<file path="src/rtl/eca_pkg.sv">
// constants and carriers for the echo canceller auxiliary control registers
// assumes an 8-bit synchronous processor port and a 25 MHz core clock
package eca_pkg;
	localparam int ADDR_W = 7;
	localparam logic [6:0] OFF_WRITE_PROT = 7'h01;
	localparam logic [6:0] OFF_SCU_A = 7'h12;
	localparam logic [6:0] OFF_SCU_B = 7'h13;
	localparam logic [6:0] OFF_SCU_C = 7'h14;
	localparam logic [6:0] OFF_SCU_D = 7'h15;
	localparam logic [6:0] OFF_TS16_CFG = 7'h31;
	localparam logic [6:0] OFF_IDLE_CFG = 7'h32;
	localparam logic [6:0] OFF_IDLE_MASK = 7'h33;
	localparam logic [6:0] OFF_IDLE_PAT = 7'h34;
	localparam logic [6:0] OFF_TEST_ADDR = 7'h35;
	localparam logic [6:0] OFF_TIMER_CTRL = 7'h37;
	localparam logic [6:0] OFF_TEST_CTRL = 7'h38;
	localparam logic [6:0] OFF_TX_PAT = 7'h39;
	localparam logic [6:0] OFF_RX_PAT = 7'h3a;
	localparam logic [6:0] OFF_TIM_HI = 7'h3b;
	localparam logic [6:0] OFF_TIM_LO = 7'h3c;
	localparam logic [6:0] OFF_HW_CFG = 7'h60;
	localparam logic [6:0] OFF_HW_ALIGN = 7'h61;
	localparam logic [6:0] OFF_SPEC_SEL = 7'h62;
	localparam logic [6:0] OFF_RAM_ACC = 7'h63;
	localparam logic [6:0] OFF_OUT_DATA = 7'h64;
	localparam logic [6:0] OFF_SPEC_MASK = 7'h65;
	localparam logic [6:0] OFF_CHAN_MASK = 7'h66;
	localparam logic [6:0] OFF_IN_DATA = 7'h67;
	localparam logic [6:0] OFF_STATUS = 7'h68;
	localparam logic [6:0] OFF_TIMER_HI_RD = 7'h69;
	localparam logic [6:0] OFF_TIMER_LO_RD = 7'h6a;
	localparam logic [6:0] OFF_MON_SEL = 7'h6f;
	localparam logic [7:0] UNLOCK_KEY = 8'h95;
	localparam logic [7:0] RST_SCU_A = 8'h69;
	localparam logic [7:0] RST_SCU_B = 8'h97;
	localparam logic [7:0] RST_SCU_C = 8'ha4;
	localparam logic [7:0] RST_SCU_D = 8'ha7;
	localparam logic [5:0] RST_TS16_CFG = 6'h12;
	localparam logic [5:0] RST_IDLE_CFG = 6'h1d;
	localparam logic [7:0] RST_IDLE_PAT = 8'h55;
	localparam logic [7:0] RST_TEST_PAT = 8'h55;
	localparam logic [7:0] RST_MON_SEL = 8'hfe;
	localparam int IDLE_SELF_BIT = 0;
	localparam int IDLE_SRC_BIT = 1;
	localparam int TIMER_RUN_BIT = 0;
	localparam int TEST_BIT = 1;
	localparam int RAM_DIR_BIT = 5;
	localparam int SPEC_LONG_EN_BIT = 6;
	localparam int HW_DIS_POS = 0;
	localparam int HW_FLEX_POS = 1;
	localparam int ST_IDLE_POS = 0;
	localparam int ST_TEST_EN_POS = 1;
	localparam int ST_TIMER_RUN_POS = 2;
	localparam int ST_TIMER_ZERO_POS = 3;
	localparam int ST_RAM_BUSY_POS = 4;
	localparam int RAM_READ_WAIT = 8;
	localparam int CLK_KHZ = 25000;
	localparam int TICK_MS = 1;
	localparam int TICK_CYCLES = TICK_MS * CLK_KHZ;
	localparam logic [3:0] MON_CODE_SECOND_LEVEL = 4'h2;
	localparam logic [3:0] MON_CODE_RX_TEST = 4'hc;
	localparam logic [3:0] MON_CODE_TX_TEST = 4'hd;
	typedef struct packed {
		logic [7:0] scu_a;
		logic [7:0] scu_b;
		logic [7:0] scu_c;
		logic [7:0] scu_d;
		logic [5:0] ts16_cfg;
		logic [6:0] hw_cfg;
		logic [7:0] test_ctrl;
		logic [7:0] tx_pat;
		logic [7:0] rx_pat;
	} cfg_out_t;
	typedef struct packed {
		logic valid;
		logic [4:0] frame;
		logic [7:0] data;
	} hw_byte_t;
endpackage

</file>
<file path="src/rtl/echo_canceller_aux_control_regs.sv">
// auxiliary control registers: monitor pins, idle detect, highway rams, test channel, timer
// assumes the processor port and the core status lines are on clk; frame pins are asynchronous
// How it works
// RQ1: codes 0-3 route idle, 2010 Hz first, second (pin one only), unprotected detect.
// RQ2: codes 4-7 route stability, fast convergence, double talk, subtractor bypass.
// RQ3: codes 8-11 route three 2100 Hz cases and no-voice.
// RQ4: codes 12, 13 route test streams, only in test channel slot, else zero.
// RQ5: codes 14, 15 route far-end and near-end speech-above-level flags.
// RQ6: idle compare against self or masked pattern; flag readable and routable.
// RQ7: idle mask bit one excludes that sample bit from comparison.
// RQ8: compare-select zero uses idle pattern, resetting to 55h.
// RQ9: long mode evaluates disable and flex bits only in processed channels.
// RQ10: alignment value numbers the first full frame after first frame sync.
// RQ11: five-bit field names the special common frame; others are channel frames.
// RQ12: long mode without long enable: no output nor enable for foreign frames; only highway_out_enable drops, highway_out still loads the ram byte.
// RQ13: access write with direction one copies output byte into output ram.
// RQ14: direction zero copies input ram byte to read data after 8 cycles.
// RQ15: special-frame mask bit one suppresses that bit's change interrupt.
// RQ16: channel-frame mask bit one suppresses that bit's change interrupt.
// RQ17: long mode change interrupt only for processed frames or long enable.
// RQ18: writing run bit one starts timer, zero stops it.
// RQ19: timer loads 16 bits from byte registers, counts down per millisecond.
// RQ20: test channel address picks reported channel and background test channel.
// RQ21: channel enabled externally during test raises abort interrupt.
// RQ22: external controls are ignored for the channel under background test.
// RQ23: protected registers writable only after key 95h; other value relocks.
// RQ24: configuration registers are write-only, read back as zero.
// RQ25: timer holds at zero, reloads on restart.
module echo_canceller_aux_control_regs #(
	parameter int TICK_LEN = eca_pkg::TICK_CYCLES
) (
	input wire logic clk,
	input wire logic arst_n,
	input wire logic ce,
	input wire logic cpu_cs,
	input wire logic cpu_wr,
	input wire logic cpu_rd,
	input wire logic [eca_pkg::ADDR_W-1:0] cpu_addr,
	input wire logic [7:0] cpu_wdata,
	output logic [7:0] cpu_rdata,
	input wire logic [15:0] mon_status_in,
	input wire logic rx_path_test_stream,
	input wire logic tx_path_test_stream,
	input wire logic [4:0] current_slot,
	input wire logic sample_valid,
	input wire logic [7:0] rx_sample,
	input wire logic [7:0] tx_sample,
	input wire logic long_echo_mode,
	input wire logic [31:0] processed_channels,
	input wire logic [31:0] channel_enabled_in,
	input wire logic frame_sync_in,
	input wire logic bit_clock_in,
	input wire logic frame_start,
	input wire eca_pkg::hw_byte_t highway_in,
	output logic monitor_pin_one,
	output logic monitor_pin_two,
	output logic idle_status_flag,
	output logic [4:0] highway_frame_no,
	output logic [7:0] highway_out,
	output logic highway_out_enable,
	output logic highway_change_irq,
	output logic highway_disable_bit,
	output logic highway_flex_bit,
	output logic [4:0] highway_ctl_channel,
	output logic highway_ctl_valid,
	output logic [4:0] test_channel,
	output logic software_test_bit,
	output logic test_channel_enabled_flag,
	output logic test_abort_irq,
	output logic timer_zero,
	output eca_pkg::cfg_out_t cfg_out
);
	import eca_pkg::*;

	logic rst_a_r, rst_n_r;
	always_ff @(posedge clk or negedge arst_n)
	begin
		if (!arst_n)
		begin
			rst_a_r <= 1'b0;
			rst_n_r <= 1'b0;
		end
		else
		begin
			rst_a_r <= 1'b1;
			rst_n_r <= rst_a_r;
		end
	end

	// frame pins: third flop agreement filters a glitch at the sampling edge
	logic [2:0] sync_sh_r, sclk_sh_r;
	logic sync_lvl_r, sclk_lvl_r;
	always_ff @(posedge clk or negedge rst_n_r)
	begin
		if (!rst_n_r)
		begin
			sync_sh_r <= 3'h0;
			sclk_sh_r <= 3'h0;
			sync_lvl_r <= 1'b0;
			sclk_lvl_r <= 1'b0;
		end
		else if (ce)
		begin
			sync_sh_r <= {sync_sh_r[1:0], frame_sync_in};
			sclk_sh_r <= {sclk_sh_r[1:0], bit_clock_in};
			if (sync_sh_r[1] == sync_sh_r[2])
				sync_lvl_r <= sync_sh_r[2];
			if (sclk_sh_r[1] == sclk_sh_r[2])
				sclk_lvl_r <= sclk_sh_r[2];
		end
	end
	logic sclk_fall;
	assign sclk_fall = sclk_lvl_r && (sclk_sh_r[1] == sclk_sh_r[2]) && !sclk_sh_r[2];

	// register writes
	logic wr_en, unlocked_r;
	logic [7:0] scu_a_r, scu_b_r, scu_c_r, scu_d_r, idle_mask_r, idle_pat_r, mon_sel_r;
	logic [7:0] test_ctrl_r, tx_pat_r, rx_pat_r, tim_hi_r, tim_lo_r;
	logic [7:0] out_data_r, spec_mask_r, chan_mask_r;
	logic [5:0] ts16_r, idle_cfg_r, ram_acc_r;
	logic [6:0] hw_cfg_r, spec_sel_r;
	logic [4:0] test_addr_r, align_r;
	logic [1:0] timer_ctrl_r;
	assign wr_en = ce && cpu_cs && cpu_wr;

	always_ff @(posedge clk or negedge rst_n_r)
	begin
		if (!rst_n_r)
			unlocked_r <= 1'b0;
		else if (wr_en && cpu_addr == OFF_WRITE_PROT)
			unlocked_r <= (cpu_wdata == UNLOCK_KEY); // RQ23
	end

	// protected group: the lock keeps a stray write from retuning live processing
	always_ff @(posedge clk or negedge rst_n_r)
	begin
		if (!rst_n_r)
		begin
			scu_a_r <= RST_SCU_A;
			scu_b_r <= RST_SCU_B;
			scu_c_r <= RST_SCU_C;
			scu_d_r <= RST_SCU_D;
			ts16_r <= RST_TS16_CFG;
			idle_cfg_r <= RST_IDLE_CFG;
			idle_mask_r <= 8'h00;
			idle_pat_r <= RST_IDLE_PAT;
			test_addr_r <= 5'h00;
			timer_ctrl_r <= 2'h0;
			hw_cfg_r <= 7'h00;
			align_r <= 5'h00;
			spec_sel_r <= 7'h00;
		end
		else if (wr_en && unlocked_r) // RQ23
		begin
			case (cpu_addr)
				OFF_SCU_A: scu_a_r <= cpu_wdata;
				OFF_SCU_B: scu_b_r <= cpu_wdata;
				OFF_SCU_C: scu_c_r <= cpu_wdata;
				OFF_SCU_D: scu_d_r <= cpu_wdata;
				OFF_TS16_CFG: ts16_r <= cpu_wdata[5:0];
				OFF_IDLE_CFG: idle_cfg_r <= cpu_wdata[5:0];
				OFF_IDLE_MASK: idle_mask_r <= cpu_wdata;
				OFF_IDLE_PAT: idle_pat_r <= cpu_wdata;
				OFF_TEST_ADDR: test_addr_r <= cpu_wdata[4:0];
				OFF_TIMER_CTRL: timer_ctrl_r <= cpu_wdata[1:0];
				OFF_HW_CFG: hw_cfg_r <= cpu_wdata[6:0];
				OFF_HW_ALIGN: align_r <= cpu_wdata[4:0];
				OFF_SPEC_SEL: spec_sel_r <= cpu_wdata[6:0];
				default: ;
			endcase
		end
	end

	// unprotected group
	always_ff @(posedge clk or negedge rst_n_r)
	begin
		if (!rst_n_r)
		begin
			mon_sel_r <= RST_MON_SEL;
			test_ctrl_r <= 8'h00;
			tx_pat_r <= RST_TEST_PAT;
			rx_pat_r <= RST_TEST_PAT;
			tim_hi_r <= 8'h00;
			tim_lo_r <= 8'h00;
			ram_acc_r <= 6'h00;
			out_data_r <= 8'h00;
			spec_mask_r <= 8'h00;
			chan_mask_r <= 8'h00;
		end
		else if (wr_en)
		begin
			case (cpu_addr)
				OFF_MON_SEL: mon_sel_r <= cpu_wdata;
				OFF_TEST_CTRL: test_ctrl_r <= cpu_wdata;
				OFF_TX_PAT: tx_pat_r <= cpu_wdata;
				OFF_RX_PAT: rx_pat_r <= cpu_wdata;
				OFF_TIM_HI: tim_hi_r <= cpu_wdata;
				OFF_TIM_LO: tim_lo_r <= cpu_wdata;
				OFF_RAM_ACC: ram_acc_r <= cpu_wdata[5:0];
				OFF_OUT_DATA: out_data_r <= cpu_wdata;
				OFF_SPEC_MASK: spec_mask_r <= cpu_wdata;
				OFF_CHAN_MASK: chan_mask_r <= cpu_wdata;
				default: ;
			endcase
		end
	end
	assign cfg_out = '{scu_a_r, scu_b_r, scu_c_r, scu_d_r, ts16_r, hw_cfg_r,
		test_ctrl_r, tx_pat_r, rx_pat_r};

	// idle detection
	logic [7:0] idle_smp, prev_smp_r, idle_ref;
	assign idle_smp = idle_cfg_r[IDLE_SRC_BIT] ? tx_sample : rx_sample; // RQ6
	assign idle_ref = idle_cfg_r[IDLE_SELF_BIT] ? prev_smp_r : idle_pat_r; // RQ8
	always_ff @(posedge clk or negedge rst_n_r)
	begin
		if (!rst_n_r)
		begin
			prev_smp_r <= 8'h00;
			idle_status_flag <= 1'b0;
		end
		else if (ce && sample_valid)
		begin
			prev_smp_r <= idle_smp;
			idle_status_flag <= ((idle_smp ^ idle_ref) & ~idle_mask_r) == 8'h00; // RQ7
		end
	end

	// monitor pins
	logic test_slot, mon_one_nxt, mon_two_nxt;
	assign test_slot = current_slot == test_addr_r;
	function automatic logic mon_route(input logic [3:0] code, input logic pin_one,
		input logic idle, input logic slot, input logic [15:0] st,
		input logic rx_s, input logic tx_s);
		logic r;
		r = st[code];
		case (code)
			4'h0: r = idle; // RQ1
			MON_CODE_SECOND_LEVEL: r = pin_one & st[code]; // RQ1
			MON_CODE_RX_TEST: r = slot & rx_s; // RQ4
			MON_CODE_TX_TEST: r = slot & tx_s; // RQ4
			default: r = st[code]; // RQ2 RQ3 RQ5
		endcase
		return r;
	endfunction
	assign mon_one_nxt = mon_route(mon_sel_r[3:0], 1'b1, idle_status_flag, test_slot,
		mon_status_in, rx_path_test_stream, tx_path_test_stream);
	assign mon_two_nxt = mon_route(mon_sel_r[7:4], 1'b0, idle_status_flag, test_slot,
		mon_status_in, rx_path_test_stream, tx_path_test_stream);
	always_ff @(posedge clk or negedge rst_n_r)
	begin
		if (!rst_n_r)
		begin
			monitor_pin_one <= 1'b0;
			monitor_pin_two <= 1'b0;
		end
		else if (ce)
		begin
			monitor_pin_one <= mon_one_nxt;
			monitor_pin_two <= mon_two_nxt;
		end
	end

	// highway multiframe numbering: armed by the first sync seen at a falling bit clock
	logic armed_r, aligned_r;
	always_ff @(posedge clk or negedge rst_n_r)
	begin
		if (!rst_n_r)
		begin
			armed_r <= 1'b0;
			aligned_r <= 1'b0;
			highway_frame_no <= 5'h00;
		end
		else if (ce)
		begin
			if (!armed_r && sclk_fall && sync_lvl_r)
				armed_r <= 1'b1;
			if (frame_start && armed_r)
			begin
				aligned_r <= 1'b1;
				highway_frame_no <= aligned_r ? highway_frame_no + 5'd1 : align_r; // RQ10
			end
		end
	end

	// highway rams, flop based
	logic [7:0] out_ram_r [32];
	logic [7:0] in_ram_r [32];
	logic [7:0] in_data_r;
	logic [3:0] rd_wait_r;
	logic foreign_frame, is_special;
	assign foreign_frame = long_echo_mode && !processed_channels[highway_frame_no];
	always_ff @(posedge clk or negedge rst_n_r)
	begin
		if (!rst_n_r)
			for (int i = 0; i < 32; i++)
				out_ram_r[i] <= 8'h00;
		else if (wr_en && cpu_addr == OFF_RAM_ACC && cpu_wdata[RAM_DIR_BIT])
			out_ram_r[cpu_wdata[4:0]] <= out_data_r; // RQ13
	end
	always_ff @(posedge clk or negedge rst_n_r)
	begin
		if (!rst_n_r)
		begin
			highway_out <= 8'h00;
			highway_out_enable <= 1'b0;
		end
		else if (ce)
		begin
			highway_out <= out_ram_r[highway_frame_no];
			// a second device on the same highway drives these frames
			highway_out_enable <= aligned_r && !(foreign_frame
				&& !spec_sel_r[SPEC_LONG_EN_BIT]); // RQ12
		end
	end

	// read path is timed, the byte lands RAM_READ_WAIT cycles after the access write
	always_ff @(posedge clk or negedge rst_n_r)
	begin
		if (!rst_n_r)
		begin
			rd_wait_r <= 4'h0;
			in_data_r <= 8'h00;
		end
		else if (wr_en && cpu_addr == OFF_RAM_ACC && !cpu_wdata[RAM_DIR_BIT])
			rd_wait_r <= 4'(RAM_READ_WAIT); // RQ14
		else if (ce && rd_wait_r != 4'h0)
		begin
			rd_wait_r <= rd_wait_r - 4'h1;
			if (rd_wait_r == 4'h1)
				in_data_r <= in_ram_r[ram_acc_r[4:0]]; // RQ14
		end
	end

	// incoming highway bytes: change interrupt and control bit evaluation
	logic [7:0] chg_mask, changed;
	logic in_foreign, in_test_ch;
	assign is_special = highway_in.frame == spec_sel_r[4:0]; // RQ11
	assign chg_mask = is_special ? spec_mask_r : chan_mask_r; // RQ15 RQ16
	assign changed = (highway_in.data ^ in_ram_r[highway_in.frame]) & ~chg_mask;
	assign in_foreign = long_echo_mode && !processed_channels[highway_in.frame];
	assign in_test_ch = timer_ctrl_r[TEST_BIT] && highway_in.frame == test_addr_r;
	always_ff @(posedge clk or negedge rst_n_r)
	begin
		if (!rst_n_r)
		begin
			for (int i = 0; i < 32; i++)
				in_ram_r[i] <= 8'h00;
			highway_change_irq <= 1'b0;
			highway_disable_bit <= 1'b0;
			highway_flex_bit <= 1'b0;
			highway_ctl_channel <= 5'h00;
			highway_ctl_valid <= 1'b0;
		end
		else if (ce)
		begin
			highway_change_irq <= highway_in.valid && changed != 8'h00
				&& (!in_foreign || spec_sel_r[SPEC_LONG_EN_BIT]); // RQ17
			highway_ctl_valid <= highway_in.valid && !in_foreign // RQ9
				&& !in_test_ch; // RQ22
			if (highway_in.valid)
			begin
				in_ram_r[highway_in.frame] <= highway_in.data;
				highway_disable_bit <= highway_in.data[HW_DIS_POS];
				highway_flex_bit <= highway_in.data[HW_FLEX_POS];
				highway_ctl_channel <= highway_in.frame;
			end
		end
	end

	// background test channel
	logic test_en_prev_r;
	assign test_channel = test_addr_r; // RQ20
	assign software_test_bit = timer_ctrl_r[TEST_BIT];
	always_ff @(posedge clk or negedge rst_n_r)
	begin
		if (!rst_n_r)
		begin
			test_channel_enabled_flag <= 1'b0;
			test_en_prev_r <= 1'b0;
			test_abort_irq <= 1'b0;
		end
		else if (ce)
		begin
			test_channel_enabled_flag <= channel_enabled_in[test_addr_r]; // RQ20
			test_en_prev_r <= test_channel_enabled_flag;
			test_abort_irq <= timer_ctrl_r[TEST_BIT] && test_channel_enabled_flag
				&& !test_en_prev_r; // RQ21
		end
	end

	// millisecond timer; a start clears the tick count, so the first decrement comes one full tick later
	logic [15:0] timer_r;
	logic [31:0] tick_r;
	logic timer_run_r;
	always_ff @(posedge clk or negedge rst_n_r)
	begin
		if (!rst_n_r)
		begin
			timer_r <= 16'h0000;
			tick_r <= 32'h0;
			timer_run_r <= 1'b0;
		end
		else if (wr_en && unlocked_r && cpu_addr == OFF_TIMER_CTRL)
		begin
			timer_run_r <= cpu_wdata[TIMER_RUN_BIT]; // RQ18
			if (cpu_wdata[TIMER_RUN_BIT])
			begin
				timer_r <= {tim_hi_r, tim_lo_r}; // RQ19 RQ25
				tick_r <= 32'h0;
			end
		end
		else if (ce && timer_run_r && timer_r != 16'h0000) // RQ25
		begin
			if (tick_r == 32'(TICK_LEN - 1))
			begin
				tick_r <= 32'h0;
				timer_r <= timer_r - 16'h0001; // RQ19
			end
			else
				tick_r <= tick_r + 32'h1;
		end
	end
	assign timer_zero = timer_r == 16'h0000;

	// read mux: write group reads zero
	always_ff @(posedge clk or negedge rst_n_r)
	begin
		if (!rst_n_r)
			cpu_rdata <= 8'h00;
		else if (ce && cpu_cs && cpu_rd)
		begin
			case (cpu_addr)
				OFF_IN_DATA: cpu_rdata <= in_data_r;
				OFF_STATUS: cpu_rdata <= 8'({rd_wait_r != 4'h0, timer_zero, timer_run_r,
					test_channel_enabled_flag, idle_status_flag});
				OFF_TIMER_HI_RD: cpu_rdata <= timer_r[15:8];
				OFF_TIMER_LO_RD: cpu_rdata <= timer_r[7:0];
				default: cpu_rdata <= 8'h00; // RQ24
			endcase
		end
	end
endmodule

</file>
<file path="config.mk">
export PLATFORM = sky130hd
export DESIGN_NAME = echo_canceller_aux_control_regs
export DESIGN_NICKNAME = d
export VERILOG_FILES = /design/src/rtl/eca_pkg.sv /design/src/rtl/echo_canceller_aux_control_regs.sv
export SDC_FILE = /design/constraint.sdc
export NUM_CORES = 1
export LEC_CHECK = 0
export ABC_AREA = 0
export BUFFER_PORTS_ARGS = -buffer_cell sky130_fd_sc_hd__buf_4
export CAP_MARGIN = 25
export CORE_MARGIN = 5
export CORE_UTILIZATION = 50
export CTS_CLUSTER_DIAMETER = 40
export CTS_CLUSTER_SIZE = 8
export DETAILED_ROUTE_END_ITERATION = 16
export PLACE_DENSITY = 0.68
export REMOVE_ABC_BUFFERS = 1
export SYNTH_ARGS = -nofsm -noshare
export SYNTH_HDL_FRONTEND = slang
export SYNTH_SLANG_ARGS = --single-unit
</file>
<file path="constraint.sdc">
create_clock -name clk -period 25.7 [get_ports clk]
set_input_delay 3.855 -clock clk [delete_from_list [all_inputs] [get_ports clk]]
set_output_delay 3.855 -clock clk [all_outputs]
set_load 0.005 [all_outputs]
</file>
==> summary.txt <==
Power and ir drop
  • Leakage Power: between 0.02 and 0.025 uW
  • Final Total Pwr: roughly 3400 uW
  • Power per unit of standard cell area: between 70 and 80 nW/um2
  • Largest voltage drop on the vdd net: around 0.056 mV

STA
  • Period utilisation layout: 0.277
  • Slew Limit Fails: 0
  • Minimum setup slack in the final design: approximately 19 ns
  • Setup Viol. Count Final: 0
  • Slew Limit Headroom: 0.244
  • Worst clock skew: roughly 0.016 ns
  • Post-route setup TNS: 0 ns
  • Final min period: 7.12 ns
  • Final Hold Violating Endpoints: 0
  • Max Clock Freq: around 140 MHz
  • Tightest Pin Transition: about 1.1 ns
  • Unrepaired setup endpoints after global routing: false

Floorplan
  • Die outline width: between 200 and 300 um
  • Starting utilization of the core area: 0.503
  • Die Footprint: approximately 83000 um2
  • Total number of placement rows: between 100 and 150
  • Standard cell core area: ~77000 um2
  • # IOs: about 260
  • Vertical die dimension: between 200 and 300 um

Logic synthesis
  • Number of synthesized flops with an enable pin: 0
  • Largest family of logic cells by synthesized area: multiplexers
  • Distinct cells, synth: between 60 and 70
  • Main flop type after synthesis: sky130_fd_sc_hd__dfrtp_1
  • Number of instances in the synthesized netlist: between 2000 and 3000
  • Share of flip-flops with an asynchronous set or reset after synthesis: 1.00
  • Register area share after synthesis: 0.509
  • Fraction of synthesized area in multiplexers: 0.355
  • Seq cells post-synth: about 790
  • Yosys Warn Count: 0
  • Synthesized area per cell: roughly 14 um2
  • Adder-Cell Fraction of Synth Area: 0.00193
  • Share of the synthesized netlist area taken by xor and xnor gates: 0.0122
  • Post-synthesis simple-gate area fraction: 0.0626
  • Compound-gate portion of the synthesized area: 0.0372
  • Syn Std Cell Area: between 30000 and 40000 um2

Critical path
  • Bufs and invs on worst path: 1
  • Arrival time of data at the critical path endpoint: 7.71 ns
  • Critical register-to-register path endpoint: highway_out[6]
  • R2r setup slk: about 22 ns
  • Length in cells of the worst reg-to-reg path: 6
  • Category of the worst setup path capture point: flop
  • Delay-heaviest family, CP: simple AND/OR/NAND/NOR gates
  • Start point of the critical path: ce
  • Critical Path RT: 26.28 ns
  • Worst flop-to-flop path startpoint: highway_frame_no[0]
  • Stages on worst setup path: 8
  • Crit path kind: in2reg
  • Most frequent cell on the critical path: sky130_fd_sc_hd__nand2_2
  • Cell with the biggest individual delay on the critical path: sky130_fd_sc_hd__nor3b_2
  • Crit-path cells: buf_4 > nand3_1 > or2_1 > nor4_4 > nand2_2 > nor3b_2 > nand2_2 > mux2_2
  • Worst Setup EP: out_ram_r[54]
  • Startpoint Class: input port
  • Maximum fanout encountered on the critical timing path: 52
  • Largest stage delay on the critical path: ~0.91 ns

CTS
  • Number of buffers created by CTS: about 130
  • Depth of the CTS H-tree: 4
  • CTS tree: built
  • Clock tree sinks: around 790
  • Root cell of the clock tree: sky130_fd_sc_hd__clkbuf_16
  • Buffer depth of the longest clock path: 3
  • Hold buffer count at CTS: 0
  • Clock-pin slew on the worst setup and hold paths: ~0.05 ns
  • Number of gates given a new drive strength after cts: 0
  • Clock network latency to the later pin of the worst-skew pair: about 0.71 ns
  • Post-CTS setup buffer count: 0

Route
  • Wire per inst: approximately 27 um
  • Vias per std cell: between 6 and 7
  • Antenna viol nets, final: 0
  • First-iteration detailed-routing DRC count: 2377
  • Vias: about 26000
  • Number of remaining DRC errors: 0
  • Wire length on met3: ~8000 um
  • Total wire length after detailed routing: between 100000 and 150000 um
  • Detailed Routing Iterations Pass 1: 6
  • Met2 WL: between 50000 and 60000 um
  • Routed length on met1: around 46000 um
  • Highest metal layer with signal wires: met5

Global route
  • Antenna violations before repair: 5
  • Total GRT Usage: 0.269
  • Pin count of the biggest net entering global routing: about 200
  • Wire length of the first global-routing pass: around 170000 um
  • Number of global-route vias before repair: about 27000
  • Total congestion overflow: 0

Cells and area
  • Most common library cell in the layout ignoring fill and taps: sky130_fd_sc_hd__dfrtp_1
  • Commonest cells after routing, fill and taps aside: 744 x sky130_fd_sc_hd__dfrtp_1, 680 x sky130_fd_sc_hd__mux2_2, 278 x sky130_fd_sc_hd__buf_4
  • Layout fillers: ~6000
  • Area of all placed cells without fillers: between 40000 and 50000 um2
  • Fin nets: 3203
  • Synth-to-layout area growth: 18.5%
  • Fraction of final layout cells with drive strength greater than 1: 0.460

Job
  • Maximum capacitance violations: 0

Placement
  • DP Worst Slack: 17.87 ns
  • Final Wtd Congestion: roughly 0.93
  • Detailed placement HPWL: about 75000 um
  • Port-buffer cells: 251
  • Placed instance area: between 40000 and 50000 um2

Hold path
  • Kind of path behind the tightest hold check: reg2reg

Run status
  • Result of the run: complete, no violations
-- synthesized netlist by cell type (4+ instances only) --
library cell / n / share of area
sky130_fd_sc_hd__xnor2_1: 24 / 0.0054
sky130_fd_sc_hd__nand2_1: 106 / 0.010
sky130_fd_sc_hd__nand3b_1: 5 / 0.00097
sky130_fd_sc_hd__nor3_1: 25 / 0.0032
sky130_fd_sc_hd__a21oi_1: 76 / 0.0098
sky130_fd_sc_hd__nand4_1: 18 / 0.0029
sky130_fd_sc_hd__a222oi_1: 4 / 0.0010
sky130_fd_sc_hd__a22oi_1: 10 / 0.0019
sky130_fd_sc_hd__ha_1: 6 / 0.0019
sky130_fd_sc_hd__a22o_1: 5 / 0.0011
sky130_fd_sc_hd__mux2_1: 4 / 0.0012
sky130_fd_sc_hd__nand2_2: 17 / 0.0027
sky130_fd_sc_hd__and4_1: 6 / 0.0014
sky130_fd_sc_hd__nor2b_1: 6 / 0.00097
sky130_fd_sc_hd__o21ai_0: 45 / 0.0058
sky130_fd_sc_hd__mux2_2: 680 / 0.20
sky130_fd_sc_hd__dfstp_2: 39 / 0.026
sky130_fd_sc_hd__o31ai_1: 4 / 0.00077
sky130_fd_sc_hd__and3_1: 18 / 0.0029
sky130_fd_sc_hd__buf_2: 24 / 0.0031
sky130_fd_sc_hd__a21o_1: 4 / 0.00077
sky130_fd_sc_hd__and2_1: 7 / 0.0011
sky130_fd_sc_hd__nor3_2: 7 / 0.0018
sky130_fd_sc_hd__dfrtp_1: 749 / 0.48
sky130_fd_sc_hd__mux2i_1: 175 / 0.045
sky130_fd_sc_hd__or3_1: 7 / 0.0011
sky130_fd_sc_hd__or2_2: 5 / 0.00081
sky130_fd_sc_hd__mux4_2: 192 / 0.11
sky130_fd_sc_hd__nor2_1: 118 / 0.011
sky130_fd_sc_hd__inv_1: 17 / 0.0016
sky130_fd_sc_hd__buf_1: 35 / 0.0034
sky130_fd_sc_hd__nand3_1: 40 / 0.0052
sky130_fd_sc_hd__clkbuf_1: 135 / 0.013
sky130_fd_sc_hd__nand2b_1: 16 / 0.0026
sky130_fd_sc_hd__nand4b_1: 7 / 0.0016
sky130_fd_sc_hd__nor3b_1: 6 / 0.0012
sky130_fd_sc_hd__o22ai_1: 72 / 0.012
sky130_fd_sc_hd__xor2_1: 30 / 0.0068
sky130_fd_sc_hd__nor4_1: 27 / 0.0044
-- power by group --
part | switching [uW] | total [uW] | internal (uW)
Sequential | 63.1 | 1390 | 1320
Clock | 606 | 1640 | 1030
Combinational | 225 | 419 | 194
-- worst reg2reg max path: stages (launching register included) --
cell and delay (ns):
sky130_fd_sc_hd__dfrtp_4 0.41, sky130_fd_sc_hd__buf_4 0.63, sky130_fd_sc_hd__buf_4 0.75, sky130_fd_sc_hd__mux4_2 0.72
sky130_fd_sc_hd__mux4_2 0.54, sky130_fd_sc_hd__mux2i_1 0.26, sky130_fd_sc_hd__a21oi_1 0.11
-- cell families (layout without fill, tap and decap cells) --
family          count (synthesis)  in the layout
mux                          1051           1051
flops                         788            788
simple gates                  464            464
compound gates                241            241
buf+inv                       216            531
xor+xnor                       54             54
fa+ha+maj                       6              6
other cells                     1              4
-- stage by stage --
| step | hold slack, ns | instances | utilization |
|---|---|---|---|
| after global placement | 0.334 | 3942 | 0.537 |
| final | 0.343 | 4179 | 0.596 |
| after global routing | 0.352 | 4177 | 0.596 |
| after CTS | 0.346 | 4163 | 0.592 |
| after detailed placement | 0.337 | 3946 | 0.538 |
| after floorplan | 0.331 | 2622 | - |
-- area by class of cell --
type                    count  area (um2)  area share
repair buffers            297        2480      0.0539
well taps                1040        1300      0.0283
multi-input cells        1817       18200       0.396
clock buffers             181        3760      0.0818
flip-flops and latches    788       19800       0.430
diodes                      3        7.51    0.000163
inverters                  17        63.8     0.00139
clock inverters            36         384     0.00835
-- registers in the layout, indices dropped and copies added (netlist names), 16 cells and up --
register / cells
out_ram_r: 256
tick_r: 32
timer_r: 16
in_ram_r: 256
-- how the worst min path moves through the flow --
stage | cells after the start | endpoint | slack [ns] | startpoint
after floorplan | 0 | rst_n_r | 0.33 | rst_a_r
after global placement | 0 | rst_n_r | 0.33 | rst_a_r
after detailed placement | 0 | rst_n_r | 0.34 | rst_a_r
after CTS | 0 | rst_n_r | 0.35 | rst_a_r
after global routing | 0 | rst_n_r | 0.35 | rst_a_r
final | 0 | rst_n_r | 0.34 | rst_a_r
-- metal layers --
layer / global-route usage / up-vias
li1: - / 11100
met1: 0.358 / 13700
met2: 0.441 / 1063
met3: 0.0537 / 252
met4: 0.105 / 2
met5: 0 / -
No activity file was read; power rests on OpenSTA's default activity.
